===== src/rtl/cmp_bc_pkg.sv =====
package cmp_bc_pkg;

  localparam int          ADDR_W        = 9;
  localparam int          BUS_ADDR_W    = 24;
  localparam int          BUS_DATA_W    = 32;

  // byte offsets of the register window
  localparam logic [8:0]  OFS_B_ADDR    = 9'h125;
  localparam logic [8:0]  OFS_C_CTL     = 9'h130;
  localparam logic [8:0]  OFS_C_ADDR    = 9'h135;
  localparam logic [8:0]  OFS_C_DATA    = 9'h138;
  localparam logic [8:0]  OFS_C_MASK    = 9'h13c;
  localparam logic [8:0]  OFS_DBG_CTL   = 9'h100;
  localparam logic [8:0]  OFS_DBG_STAT  = 9'h101;

  // control register field positions
  localparam int          CTL_INV_BIT   = 6;
  localparam int          CTL_PC_BIT    = 5;
  localparam int          CTL_DIR_BIT   = 3;
  localparam int          CTL_RWE_BIT   = 2;
  localparam int          CTL_EN_BIT    = 0;
  localparam logic [7:0]  CTL_WR_MASK   = 8'h6d;
  localparam int          ARM_BIT       = 7;
  localparam int          PROFILING_TRACE_ACTIVE_BIT     = 0;

  localparam logic [23:0] ADDR_RST      = 24'h000000;
  localparam logic [31:0] DATA_RST      = 32'h00000000;
  localparam logic [7:0]  CTL_RST       = 8'h00;

  typedef struct packed {
    logic        valid;
    logic        is_pc;
    logic        rd;
    logic        narrow;
    logic [23:0] addr;
    logic [31:0] data;
  } bus_obs_t;

  typedef struct packed {
    logic [23:0] b_addr;
    logic [7:0]  c_ctl;
    logic [23:0] c_addr;
    logic [31:0] c_data;
    logic [31:0] c_mask;
    logic        armed;
    logic [7:0]  rdata;
    logic        match_b;
    logic        match_c;
  } state_t;

endpackage : cmp_bc_pkg


===== src/rtl/debug_bus_comparator_b_c.sv =====
// Local design decision: strobed register access.
`timescale 1ns/1ps
//////////////////////////////////////////////////////////////////////////////
// Contract
// - config writes only when unarmed, trace inactive
// - 24-bit address values for B and C
// - control bit 6 inverts data match
// - data inversion ignored in pc mode
// - control bit 5 selects pc address
// - control bit 2 enables direction qualification
// - bit 3: 0 writes, 1 reads
// - direction bit ignored unless qualifying, data mode
// - direction must equal bus read signal
// - pc mode ignores direction bits
// - control bit 0 enables comparator C
// - 32-bit data compare value
// - data bit compared only if mask set
// - data register byte addressable, msb first
// - narrow master data uses low half
// - mask zero excludes data bit
// - pc match flagged at execute stage
// - arming bit makes comparators operational
module debug_bus_comparator_b_c
  import cmp_bc_pkg::*;
(
  input  wire logic              clk_sys,
  input  wire logic              arst_n,
  input  wire logic [ADDR_W-1:0] reg_addr,
  input  wire logic [7:0]        reg_wdata,
  input  wire logic              reg_wr,
  input  wire logic              reg_rd,
  output logic      [7:0]        reg_rdata,
  input  wire logic              profiling_trace_active,
  input  wire bus_obs_t          bus_obs,
  output logic                   match_b,
  output logic                   match_c,
  output logic                   armed
);

  state_t s_q;
  state_t s_d;

  //////////////////////////////////////////////////////////////////////////////

  // every stored address bit must agree
  function automatic logic addr_equal(input logic [23:0] a, input logic [23:0] v);
    addr_equal = (a == v);
  endfunction : addr_equal

  // data compare only where the mask is set
  function automatic logic masked_equal(input logic [31:0] d, input logic [31:0] v,
                                        input logic [31:0] m);
    masked_equal = ((d ^ v) & m) == 32'h00000000;
  endfunction : masked_equal

  // direction qualifier only in data mode
  function automatic logic dir_qualify(input logic [7:0] ctl, input logic rd);
    dir_qualify = 1'b1;
    if (!ctl[CTL_PC_BIT] && ctl[CTL_RWE_BIT]) begin
      dir_qualify = (ctl[CTL_DIR_BIT] == rd);
    end
  endfunction : dir_qualify

  // narrow master only drives the low half
  function automatic logic [31:0] lane_mask(input logic [31:0] mask, input logic narrow);
    lane_mask = mask;
    if (narrow) begin
      lane_mask = {16'h0000, mask[15:0]};
    end
  endfunction : lane_mask

  // polarity select, dropped for pc events
  function automatic logic data_qualify(input logic [7:0] ctl, input logic eq);
    data_qualify = 1'b1;
    if (!ctl[CTL_PC_BIT]) begin
      data_qualify = ctl[CTL_INV_BIT] ? !eq : eq;
    end
  endfunction : data_qualify

  logic        cfg_open;
  logic        wr_cfg;
  logic [7:0]  rd_mux;
  logic        addr_b_hit;
  logic        addr_c_hit;
  logic        dir_ok;
  logic [31:0] cmp_mask;
  logic        data_eq;
  logic        data_ok;

  // config bytes lock while armed or tracing
  assign cfg_open = !s_q.armed && !profiling_trace_active;
  assign wr_cfg   = reg_wr && cfg_open;

  //////////////////////////////////////////////////////////////////////////////
  // read mux

  always_comb begin
    rd_mux = 8'h00;
    case (reg_addr)
      // comparator b address, msb at lowest address
      OFS_B_ADDR: begin
        rd_mux = s_q.b_addr[23:16];
      end

      OFS_B_ADDR + 9'h001: begin
        rd_mux = s_q.b_addr[15:8];
      end

      OFS_B_ADDR + 9'h002: begin
        rd_mux = s_q.b_addr[7:0];
      end

      // comparator c control
      OFS_C_CTL: begin
        rd_mux = s_q.c_ctl;
      end

      // comparator c address
      OFS_C_ADDR: begin
        rd_mux = s_q.c_addr[23:16];
      end

      OFS_C_ADDR + 9'h001: begin
        rd_mux = s_q.c_addr[15:8];
      end

      OFS_C_ADDR + 9'h002: begin
        rd_mux = s_q.c_addr[7:0];
      end

      // comparator c data, msb first
      OFS_C_DATA: begin
        rd_mux = s_q.c_data[31:24];
      end

      OFS_C_DATA + 9'h001: begin
        rd_mux = s_q.c_data[23:16];
      end

      OFS_C_DATA + 9'h002: begin
        rd_mux = s_q.c_data[15:8];
      end

      OFS_C_DATA + 9'h003: begin
        rd_mux = s_q.c_data[7:0];
      end

      // comparator c data mask
      OFS_C_MASK: begin
        rd_mux = s_q.c_mask[31:24];
      end

      OFS_C_MASK + 9'h001: begin
        rd_mux = s_q.c_mask[23:16];
      end

      OFS_C_MASK + 9'h002: begin
        rd_mux = s_q.c_mask[15:8];
      end

      OFS_C_MASK + 9'h003: begin
        rd_mux = s_q.c_mask[7:0];
      end

      // debug control and status
      OFS_DBG_CTL: begin
        rd_mux = {s_q.armed, 7'h00};
      end

      OFS_DBG_STAT: begin
        rd_mux = {6'h00, s_q.match_c, s_q.match_b};
      end

      // unmapped bytes read as zero
      default: begin
        rd_mux = 8'h00;
      end
    endcase
  end

  //////////////////////////////////////////////////////////////////////////////
  // match logic

  assign addr_b_hit = addr_equal(bus_obs.addr, s_q.b_addr);
  assign addr_c_hit = addr_equal(bus_obs.addr, s_q.c_addr);

  assign dir_ok   = dir_qualify(s_q.c_ctl, bus_obs.rd);
  assign cmp_mask = lane_mask(s_q.c_mask, bus_obs.narrow);

  assign data_eq  = masked_equal(bus_obs.data, s_q.c_data, cmp_mask);
  assign data_ok  = data_qualify(s_q.c_ctl, data_eq);

  //////////////////////////////////////////////////////////////////////////////
  // next state

  always_comb begin
    s_d         = s_q;
    // read data stands one cycle, zero otherwise
    s_d.rdata   = reg_rd ? rd_mux : 8'h00;

    // arm bit stays writable so software can always disarm
    if (reg_wr && reg_addr == OFS_DBG_CTL) begin
      s_d.armed = reg_wdata[ARM_BIT];
    end

    if (wr_cfg) begin
      case (reg_addr)
        // comparator b address
        OFS_B_ADDR: begin
          s_d.b_addr[23:16] = reg_wdata;
        end

        OFS_B_ADDR + 9'h001: begin
          s_d.b_addr[15:8] = reg_wdata;
        end

        OFS_B_ADDR + 9'h002: begin
          s_d.b_addr[7:0] = reg_wdata;
        end

        // comparator c control
        OFS_C_CTL: begin
          // bits 1, 4 and 7 are not kept and read zero
          s_d.c_ctl = reg_wdata & CTL_WR_MASK;
        end

        // comparator c address
        OFS_C_ADDR: begin
          s_d.c_addr[23:16] = reg_wdata;
        end

        OFS_C_ADDR + 9'h001: begin
          s_d.c_addr[15:8] = reg_wdata;
        end

        OFS_C_ADDR + 9'h002: begin
          s_d.c_addr[7:0] = reg_wdata;
        end

        // comparator c data, msb at lowest address
        OFS_C_DATA: begin
          s_d.c_data[31:24] = reg_wdata;
        end

        OFS_C_DATA + 9'h001: begin
          s_d.c_data[23:16] = reg_wdata;
        end

        OFS_C_DATA + 9'h002: begin
          s_d.c_data[15:8] = reg_wdata;
        end

        OFS_C_DATA + 9'h003: begin
          s_d.c_data[7:0] = reg_wdata;
        end

        // comparator c data mask
        OFS_C_MASK: begin
          s_d.c_mask[31:24] = reg_wdata;
        end

        OFS_C_MASK + 9'h001: begin
          s_d.c_mask[23:16] = reg_wdata;
        end

        OFS_C_MASK + 9'h002: begin
          s_d.c_mask[15:8] = reg_wdata;
        end

        OFS_C_MASK + 9'h003: begin
          s_d.c_mask[7:0] = reg_wdata;
        end

        default: begin
        end
      endcase
    end

    // pc events arrive already qualified at execute stage
    s_d.match_b = s_q.armed && bus_obs.valid
                  && addr_b_hit;
    s_d.match_c = s_q.armed && bus_obs.valid && s_q.c_ctl[CTL_EN_BIT]
                  && (bus_obs.is_pc == s_q.c_ctl[CTL_PC_BIT])
                  && addr_c_hit && dir_ok && data_ok;
  end

  // async reset clears all state
  always_ff @(posedge clk_sys or negedge arst_n) begin
    if (!arst_n) begin
      s_q.b_addr  <= ADDR_RST;
      s_q.c_ctl   <= CTL_RST;
      s_q.c_addr  <= ADDR_RST;
      s_q.c_data  <= DATA_RST;
      s_q.c_mask  <= DATA_RST;
      s_q.armed   <= 1'b0;
      s_q.rdata   <= 8'h00;
      s_q.match_b <= 1'b0;
      s_q.match_c <= 1'b0;
    end else begin
      s_q <= s_d;
    end
  end

  assign reg_rdata = s_q.rdata;
  assign match_b   = s_q.match_b;
  assign match_c   = s_q.match_c;
  assign armed     = s_q.armed;

endmodule : debug_bus_comparator_b_c


===== config.mk =====
export PLATFORM = sky130hd
export DESIGN_NAME = debug_bus_comparator_b_c
export DESIGN_NICKNAME = d
export VERILOG_FILES = /design/src/rtl/cmp_bc_pkg.sv /design/src/rtl/debug_bus_comparator_b_c.sv
export SDC_FILE = /design/constraint.sdc
export NUM_CORES = 1
export LEC_CHECK = 0
export ABC_AREA = 1
export BUFFER_PORTS_ARGS = -buffer_cell sky130_fd_sc_hd__buf_2
export CORE_MARGIN = 2
export CORE_UTILIZATION = 35
export CTS_CLUSTER_SIZE = 10
export DETAILED_ROUTE_END_ITERATION = 8
export HOLD_SLACK_MARGIN = 0.15
export PLACE_DENSITY_LB_ADDON = 0.25
export REMOVE_ABC_BUFFERS = 1
export SETUP_SLACK_MARGIN = 0.15
export SLEW_MARGIN = 10
export SYNTH_ARGS = -nofsm -noshare
export SYNTH_HDL_FRONTEND = slang
export SYNTH_SLANG_ARGS = --single-unit

===== constraint.sdc =====
create_clock -name clk_sys -period 1.92 [get_ports clk_sys]
set_input_delay 0.288 -clock clk_sys [delete_from_list [all_inputs] [get_ports clk_sys]]
set_output_delay 0.288 -clock clk_sys [all_outputs]
set_load 0.02 [all_outputs]

==> Word level (Yosys, flattened, before mapping) <==
Cells that the tools add are included.
{ "totals": {"ff_bits": 128, "latchBits": 0, "ramBits": 0, "romBits": 0, "inputBits": 82, "output_inout_bits": 11, "wordCells": 79, "mem_count": 0} }
{ "op_classes": {"n_addsub": 0, "multipliers": 0, "div": 0, "magnitude_cmp": 0, "eq_ne": 21, "shift": 0, "muxes": 6, "n_bitwise": 2, "reduce_logical": 31} }
{ "op_table": {"columns": ["op", "n"], "rows": [
  ["9-bit equality test, second input constant", 17],
  ["8-bit one-hot mux with 17 select lines", 1],
  ["24-bit equality test", 2],
  ["32-bit bitwise AND", 1],
  ["32-bit logical NOT", 1],
  ["32-bit 2-to-1 mux", 1],
  ["32-bit bitwise XOR", 1],
  ["2-bit AND reduction", 15],
  ["1-bit logical AND", 11],
  ["8-bit 2-to-1 mux", 1],
  ["1-bit logical NOT", 4],
  ["1-bit 2-to-1 mux", 3],
  ["1-bit equality test", 2]
]} }

==> Longest topological paths before layout <==
Gate-level depths: netlist of the first run.
{ "depth": {"ltp_word": 7, "depth_mapped": 12, "depth_no_buf": 11} }

==> Worst setup path after synthesis of the first run <==
No wires, ideal clock.
{ "synth_timing": {"path_kind": "reg2reg", "startpoint": "register armed (netlist name)", "endpoint": "register s_q[128] (netlist name)", "setup_ns": 0.131, "t_arrival_ns": 1.502, "t_required_ns": 1.789, "slack_ns": 0.286, "path_stages_with_launch": 7, "n_path_buf": 2, "period_less_slack_ns": 1.634, "cell_sequence": "dfrtp_1 > nor3_4 > buf_2 > nand2_1 > buf_2 > nand2_1 > o21ai_1"} }
{ "synth_between": {"elab_chain_cells": 4} }
{ "synth_rtl": {"columns": ["item", "line_no", "text"], "rows": [
  ["1-bit logical NOT", "debug_bus_comparator_b_c.sv:91", "assign cfg_open = !s_q.armed && !profiling_trace_active;"],
  ["1-bit logical AND", "debug_bus_comparator_b_c.sv:91", null],
  ["1-bit logical AND", "debug_bus_comparator_b_c.sv:92", "assign wr_cfg = reg_wr && cfg_open;"],
  ["2-bit AND reduction (no source line)", null, null],
  ["to (decl)", "debug_bus_comparator_b_c.sv:40", "state_t s_q;"]
]} }
No other way between the ends.
A chain may end at the register's enable or synchronous reset.

==> qor.yml, run 1 <==
yosys:
  yosysSeqAreaShare: 0.431
  yosys_warnings: 0
  ys_async_sr_fraction: 1.00
  yosysUniqueCellTypes: 35
  synth_top_cell_area_share: 0.431
  ys_ff_latch: 128
  netlist_instances: 1057
  synth_area_um2: 7430
  synth_edf_count: 0
  ys.flop_type: "dfrtp_1"
  synthTopCellsByArea: "dfrtp_1 43%, nand2_1 17%, inv_1 6.3%"
  avgSynthCellArea_um2: 7.03
  synth_top_area_cell: "dfrtp_1"
global_route:
  antenna_found_initial: 0
  grt_pass1_wl_um: 41100
  use_met3: 0.0451
  use_met1: 0.366
  top_usage_layer: "met2"
  grt_pass1_vias: 6936
  grt.overflow.total: 0
  grt_util_met2: 0.374
  grt_max_degree: 94
  grt_use_total: 0.251
floorplanning:
  start_util: 0.355
  dieArea_um2: 22400
  fp.dieH_um: 150
  row_count: 53
  fp.dieW_um: 150
  ios: 93
  core_area_um2: 21000
setup_path:
  crit_path_end_kind: "register"
  r2r_cells: 12
  arrival_ps: 1930
  reg2reg_to: "match_c"
  cp_max_fo: 4
  r2r-start: "s_q[74]"
  r2r_setup_slack_ps: 330
  cp_data_required_time_ps: 2270
  worstSetupPathType: "reg -> reg"
  worst_setup_path_start_kind: "register"
layout:
  fin_nets: 1244
  fin_util: 0.425
  drive_above_1_share: 0.165
  mostFrequentLayoutCell: "nand2_1"
  fin_area_um2: 8900
  n_antenna_cell: 0
  final_cell_mix: "335 x nand2_1, 128 x dfrtp_1, 123 x inv_1, 100 x nor2_1, 91 x buf_2"
  syn_to_final_growth_pct: 19.7
  n_fill_cell: 2247
place:
  dp_hpwl_um: 20500
  place.gp.congestion: 0.962
  port_buffers: 92
  pre_cts_ws_ps: 3.20
  placed_area_um2: 8290
routing:
  vias: 7293
  first_iter_violations: 644
  drt_pass1_iterations: 8
  routedWlPerCell_um: 18.6
  vias_per_cell: 5.03
  wirelength_um: 27000
  ant_nets: 0
  drc: 0
sta:
  final.setup.worst_slack_ps: 332
  fmax_ghz: 0.630
  hold_violations: 0
  relSlewSlack: 0.553
  setup_viol: 0
  tightest_slew_ps: 670
  final.min_clock_period_ps: 1590
  holdWs_ps: 251
  drv_slew: 0
  rsz0062_at_grt: "no"
  clock-skew-final_ps: 13.7
  min_period_over_period: 0.827
min_path:
  hp-class: "in -> reg"
  min_from: "reg_wr"
  whs_endpoint: "armed"
  hold_depth: 4
power:
  leakagePower_uw: 0.00433
  ir_drop_v: 0.000528
  p_per_area_nw_per_um2: 717
clock_network:
  clk_pin_slew_ps: 60
  cts_tree: "yes"
  cts_setup_buffers: 0
  cts-root-buf: "clkbuf_16"
  cts.sinks: 128
  htree_num_levels: 4
  clockBufferDepth: 2
  insertion_delay_ps: 430
  numCtsBuffers: 17
outcome:
  run_status: "complete, no violations"
run:
  maxCapViolCount: 0
[logic make-up after synthesis]
kind of cell	share of synthesized area
and+or+nand+nor	0.331
buffers and inverters	0.0946
AOI/OAI and AO/OA	0.111
DFF	0.431
xor gates and xnor gates	0.0318
[where the power goes]
part | internal [µW] | total, µW | switching (µW)
Combinational | 147 | 460 | 313
Clock | 2010 | 3220 | 1210
Sequential | 2700 | 2700 | 1.94
[per-stage QoR]
stage / total power (µW) / TNS (ps) / std cells
5_1_grt: 6580 / 0 / 1450
3_3_place_gp: 3210 / -10.4 / 1416
2_1_floorplan: 2910 / -2050 / 1020
6_report: 6380 / 0 / 1450
3_5_place_dp: 3210 / 0 / 1416
4_1_cts: 6420 / 0 / 1450
[cells in the mapped netlist (8+ instances only)]
cell type / count
nand2_2: 10
dfrtp_1: 128
buf_4: 8
inv_2: 10
buf_2: 16
xnor2_1: 22
nand4_1: 20
o22ai_1: 8
nor3_1: 8
clkbuf_1: 11
nand2_1: 336
nor2_1: 100
o21ai_0: 51
nand3_1: 77
inv_1: 125
o21ai_1: 83
[critical path, cell delays in order, from the launching register on]
cell,delay [ps]
dfrtp_1,470
inv_1,80
nand2_1,50
nand3_1,70
nand2_1,110
nor2_1,100
nand2_1,50
nor2_1,120
buf_4,140
nand2_1,50
nand2_1,60
nand2_1,60
a21oi_2,140
[worst max-delay path by stage]
stage                      startpoint      endpoint  slack, ps  cells past startpoint
after detailed placement  reg_addr[8]  reg_rdata[5]          3                     11
after global placement    reg_addr[7]  reg_rdata[0]        -10                     11
final                         s_q[74]       match_c        330                     12
after global routing          s_q[54]       match_c        150                     12
after floorplan           reg_addr[7]       s_q[75]        -90                      8
after CTS                     s_q[70]       match_c        290                     11
[timing repair]
item                                   4_1_cts  5_1_grt
endpoints found under the hold margin      129        0
hold buffers                                 2        0
gates resized for setup                      0        4
setup endpoints to repair                    0        1
[flip-flops by register name, summed over array words and instances (netlist names)]
signal and flops:
s_q 117, reg_rdata 8, match_b 1, armed 1, match_c 1
[layout make-up]
| cell class | count | area [µm²] | area share |
|---|---|---|---|
| multi-input cells | 757 | 3530 | 0.397 |
| inverters | 135 | 507 | 0.0570 |
| well taps | 275 | 344 | 0.0387 |
| clock buffers | 23 | 478 | 0.0537 |
| flip-flops and latches | 128 | 3200 | 0.360 |
| repair buffers | 123 | 726 | 0.0816 |
| clock inverters | 9 | 106 | 0.0120 |
[layer usage]
| metal | part of all wire | vias up |
|---|---|---|
| li1 | - | 3573 |
| met1 | 0.48 | 3394 |
| met2 | 0.43 | 281 |
| met3 | 0.071 | 45 |
| met4 | 0.026 | 0 |
| met5 | 0 | - |
(Power assumes the default switching activity.)
==> run 2: changes to the inputs <==
clock period = 1.4 ns   (was 1.92 ns; I/O delays follow)
==> run 2 against run 1 <==
Compared with the run above: the run now ends with setup timing left; critical path depth decreased by 1; global-route usage increased by 1.6 points; non-clock buffer count increased by 182; die area unchanged; clock skew decreased by 1.2 ps; register-to-register slack got worse by 450 ps; core utilization increased by 15 points; via count increased by 16%; first-iteration DRC count increased by 11%; clock-buffer cell count decreased by 3; combinational power increased by 80%; largest cell class unchanged; largest power group unchanged.
==> qor.yml, run 2 (synthesis results as in run 1) <==
global_route:
  grt_pass1_wl_um: 44100  # +7.1%
  grt_max_degree: 97  # +3.2%
  grt.overflow.total: 0  # unchanged
  grt_pass1_vias: 7479  # +7.8%
  grt_use_total: 0.267  # +0.0164
  antenna_found_initial: 0  # unchanged
clock_network:
  cts_tree: "yes"
  clockBufferDepth: 2  # unchanged
  numCtsBuffers: 17  # unchanged
  htree_num_levels: 4  # unchanged
  cts-root-buf: "clkbuf_16"
  clk_pin_slew_ps: 70  # about the same
  cts.sinks: 128  # unchanged
  insertion_delay_ps: 430  # about the same
place:
  port_buffers: 92  # unchanged
  dp_cells: 1560  # +10%
  place.gp.congestion: 1.01  # +5.0%
  dp_hpwl_um: 21500  # +4.9%
setup_path:
  cp_data_required_time_ps: 1750  # -520 ps
  r2r_cells: 11  # -1
  path_buf_inv: 1  # -1
  worstSetupPathType: "reg -> reg"
  crit_path_end_kind: "register"
  worst_setup_path_start_kind: "register"
  cp_max_fo: 2  # -2
  r2r-start: "s_q[28]"
  max_stage_delay_ps: 390  # -80 ps
  worst_path_max_delay_cell: "dfrtp_1"
  crit_path_cell_trace: "inv_1 > nor2_1 > nand3_1 > nand2_2 > nor2_1 > nand2_1 > nor2_4 > nand2_2 > nand2_1 > nand2_1 > a21oi_2"
  reg2reg_to: "match_c"
  crit_top_cell: "nand2_1"
  r2r_setup_slack_ps: -110  # -450 ps
  arrival_ps: 1860  # -70 ps
  cp_top_family: "simple AND/OR/NAND/NOR gates"
layout:
  drive_above_1_share: 0.438  # +0.273
  syn_to_final_growth_pct: 61.3
  fin_cells: 1637  # +13%
  final_cell_mix: "212 x nand2_1, 159 x buf_4, 126 x dfrtp_1, 115 x inv_1, 91 x nand2_2"
  n_antenna_cell: 0  # unchanged
  largest_reg_flops: 117  # unchanged
  fin_nets: 1432  # +15%
  largest-register: "s_q"
  mostFrequentLayoutCell: "nand2_1"
floorplanning:
  ios: 93  # unchanged
  row_count: 53  # unchanged
  fp.dieH_um: 150  # unchanged
  core_area_um2: 21000  # unchanged
  fp.dieW_um: 150  # unchanged
  dieArea_um2: 22400  # unchanged
  start_util: 0.355  # unchanged
power:
  leakagePower_uw: 0.00580  # +34%
  ir_drop_v: 0.000786  # +49%
  power_uw: 9520  # +49%
  p_per_area_nw_per_um2: 794  # +11%
sta:
  drv_slew: 0  # unchanged
  hold_violations: 0  # unchanged
  relSlewSlack: 0.601  # +0.0487
  final.min_clock_period_ps: 1510  # -74.1 ps
  setup_viol: 105  # +105
  rsz0062_at_grt: "yes"
  fmax_ghz: 0.660  # +4.9%
  clock-skew-final_ps: 12.5  # -1.21 ps
  min_period_over_period: 1.08  # +0.254
  final.setup.worst_slack_ps: -114  # -446 ps
  tightest_slew_ps: 598  # -72.2 ps
outcome:
  violations: "setup timing"
  run_status: "finished with violations"
routing:
  ant_nets: 0  # unchanged
  wirelength_um: 31500  # +17%
  drt_pass1_iterations: 7  # -1
  first_iter_violations: 713  # +11%
  drc: 0  # unchanged
  vias: 8473  # +16%
  routedWlPerCell_um: 19.3  # +3.5%
  vias_per_cell: 5.18  # +2.9%
min_path:
  min_from: "reg_rd"
  whs_endpoint: "reg_rdata[2]"
  hold_depth: 3  # -1
  hp-class: "in -> reg"
run:
  maxCapViolCount: 0  # unchanged
## run 2: cell count changes in the layout (fill, tap and decap cells not counted), sizes merged
cell	before	now
clkinv	3	8
buf	121	296
inv	136	132
nand2	346	352
bufinv	2	5
clkbuf	23	27
clkinvlp	3	1
## run 2: per-layer routing
layer	routed length [µm]	vias to the layer above	track usage
li1	-	3979	-
met1	14100	4072	0.390
met2	14500	363	0.405
met3	2220	59	0.0473
met4	755	0	0.0778
met5	0	-	0
## run 2: worst reg2reg max path, stage by stage, from the launching register on
cell	delay (ps)
dfrtp_1	390
inv_1	80
nor2_1	40
nand3_1	120
nand2_2	100
nor2_1	120
nand2_1	110
nor2_4	150
nand2_2	60
nand2_1	50
nand2_1	70
a21oi_2	140
## run 2: worst max-delay path by stage
stage                           start            to  cells after the start  slack (ps)
final                         s_q[28]       match_c                     11        -110
after floorplan           reg_addr[7]       s_q[75]                      8        -540
after global placement    reg_addr[7]  reg_rdata[7]                     11        -380
after CTS                     s_q[62]       match_c                     12         -70
after detailed placement  reg_addr[7]  reg_rdata[0]                     11        -340
after global routing          s_q[28]       match_c                     11        -190
## run 2: cell type report
| cell class | instances | area (µm²) |
|---|---|---|
| timing repair buffer | 305 | 2580 |
| clock buffer | 20 | 457 |
| inverter | 135 | 542 |
| sequential | 128 | 3210 |
| multi-input combinational | 763 | 4680 |
| fill | 1895 | 8960 |
| clock inverter | 11 | 186 |
| tap | 275 | 344 |
## run 2: power by group
part	leakage [µW]	switching, µW	total [µW]	internal (µW)
clock	0.000316	1750	4980	3230
combinational	0.00370	523	830	307
sequential	0.00178	2.77	3710	3700
## run 2: timing repair
action                     in CTS  in global routing
hold endpoints to repair      129                  0
gates cloned                    2                 12
buffers inserted               10                 20
pin swaps                      21                 70
hold buffers                    2                  0
setup endpoints to repair     125                129
gates resized for setup        75                327
## run 2: through the flow
step / cell area, µm² / setup TNS (ps) / setup WS (ps) / utilization / hold WS (ps)
floorplan: 7240 / -44440 / -536 / - / -85.6
global placement: 9440 / -21710 / -381 / 0.451 / 314
detailed placement: 9440 / -23230 / -342 / 0.451 / 319
CTS: 10500 / -642 / -72.8 / 0.500 / 163
global route: 12000 / -11110 / -193 / 0.572 / 193
finish: 12000 / -5290 / -114 / 0.572 / 178
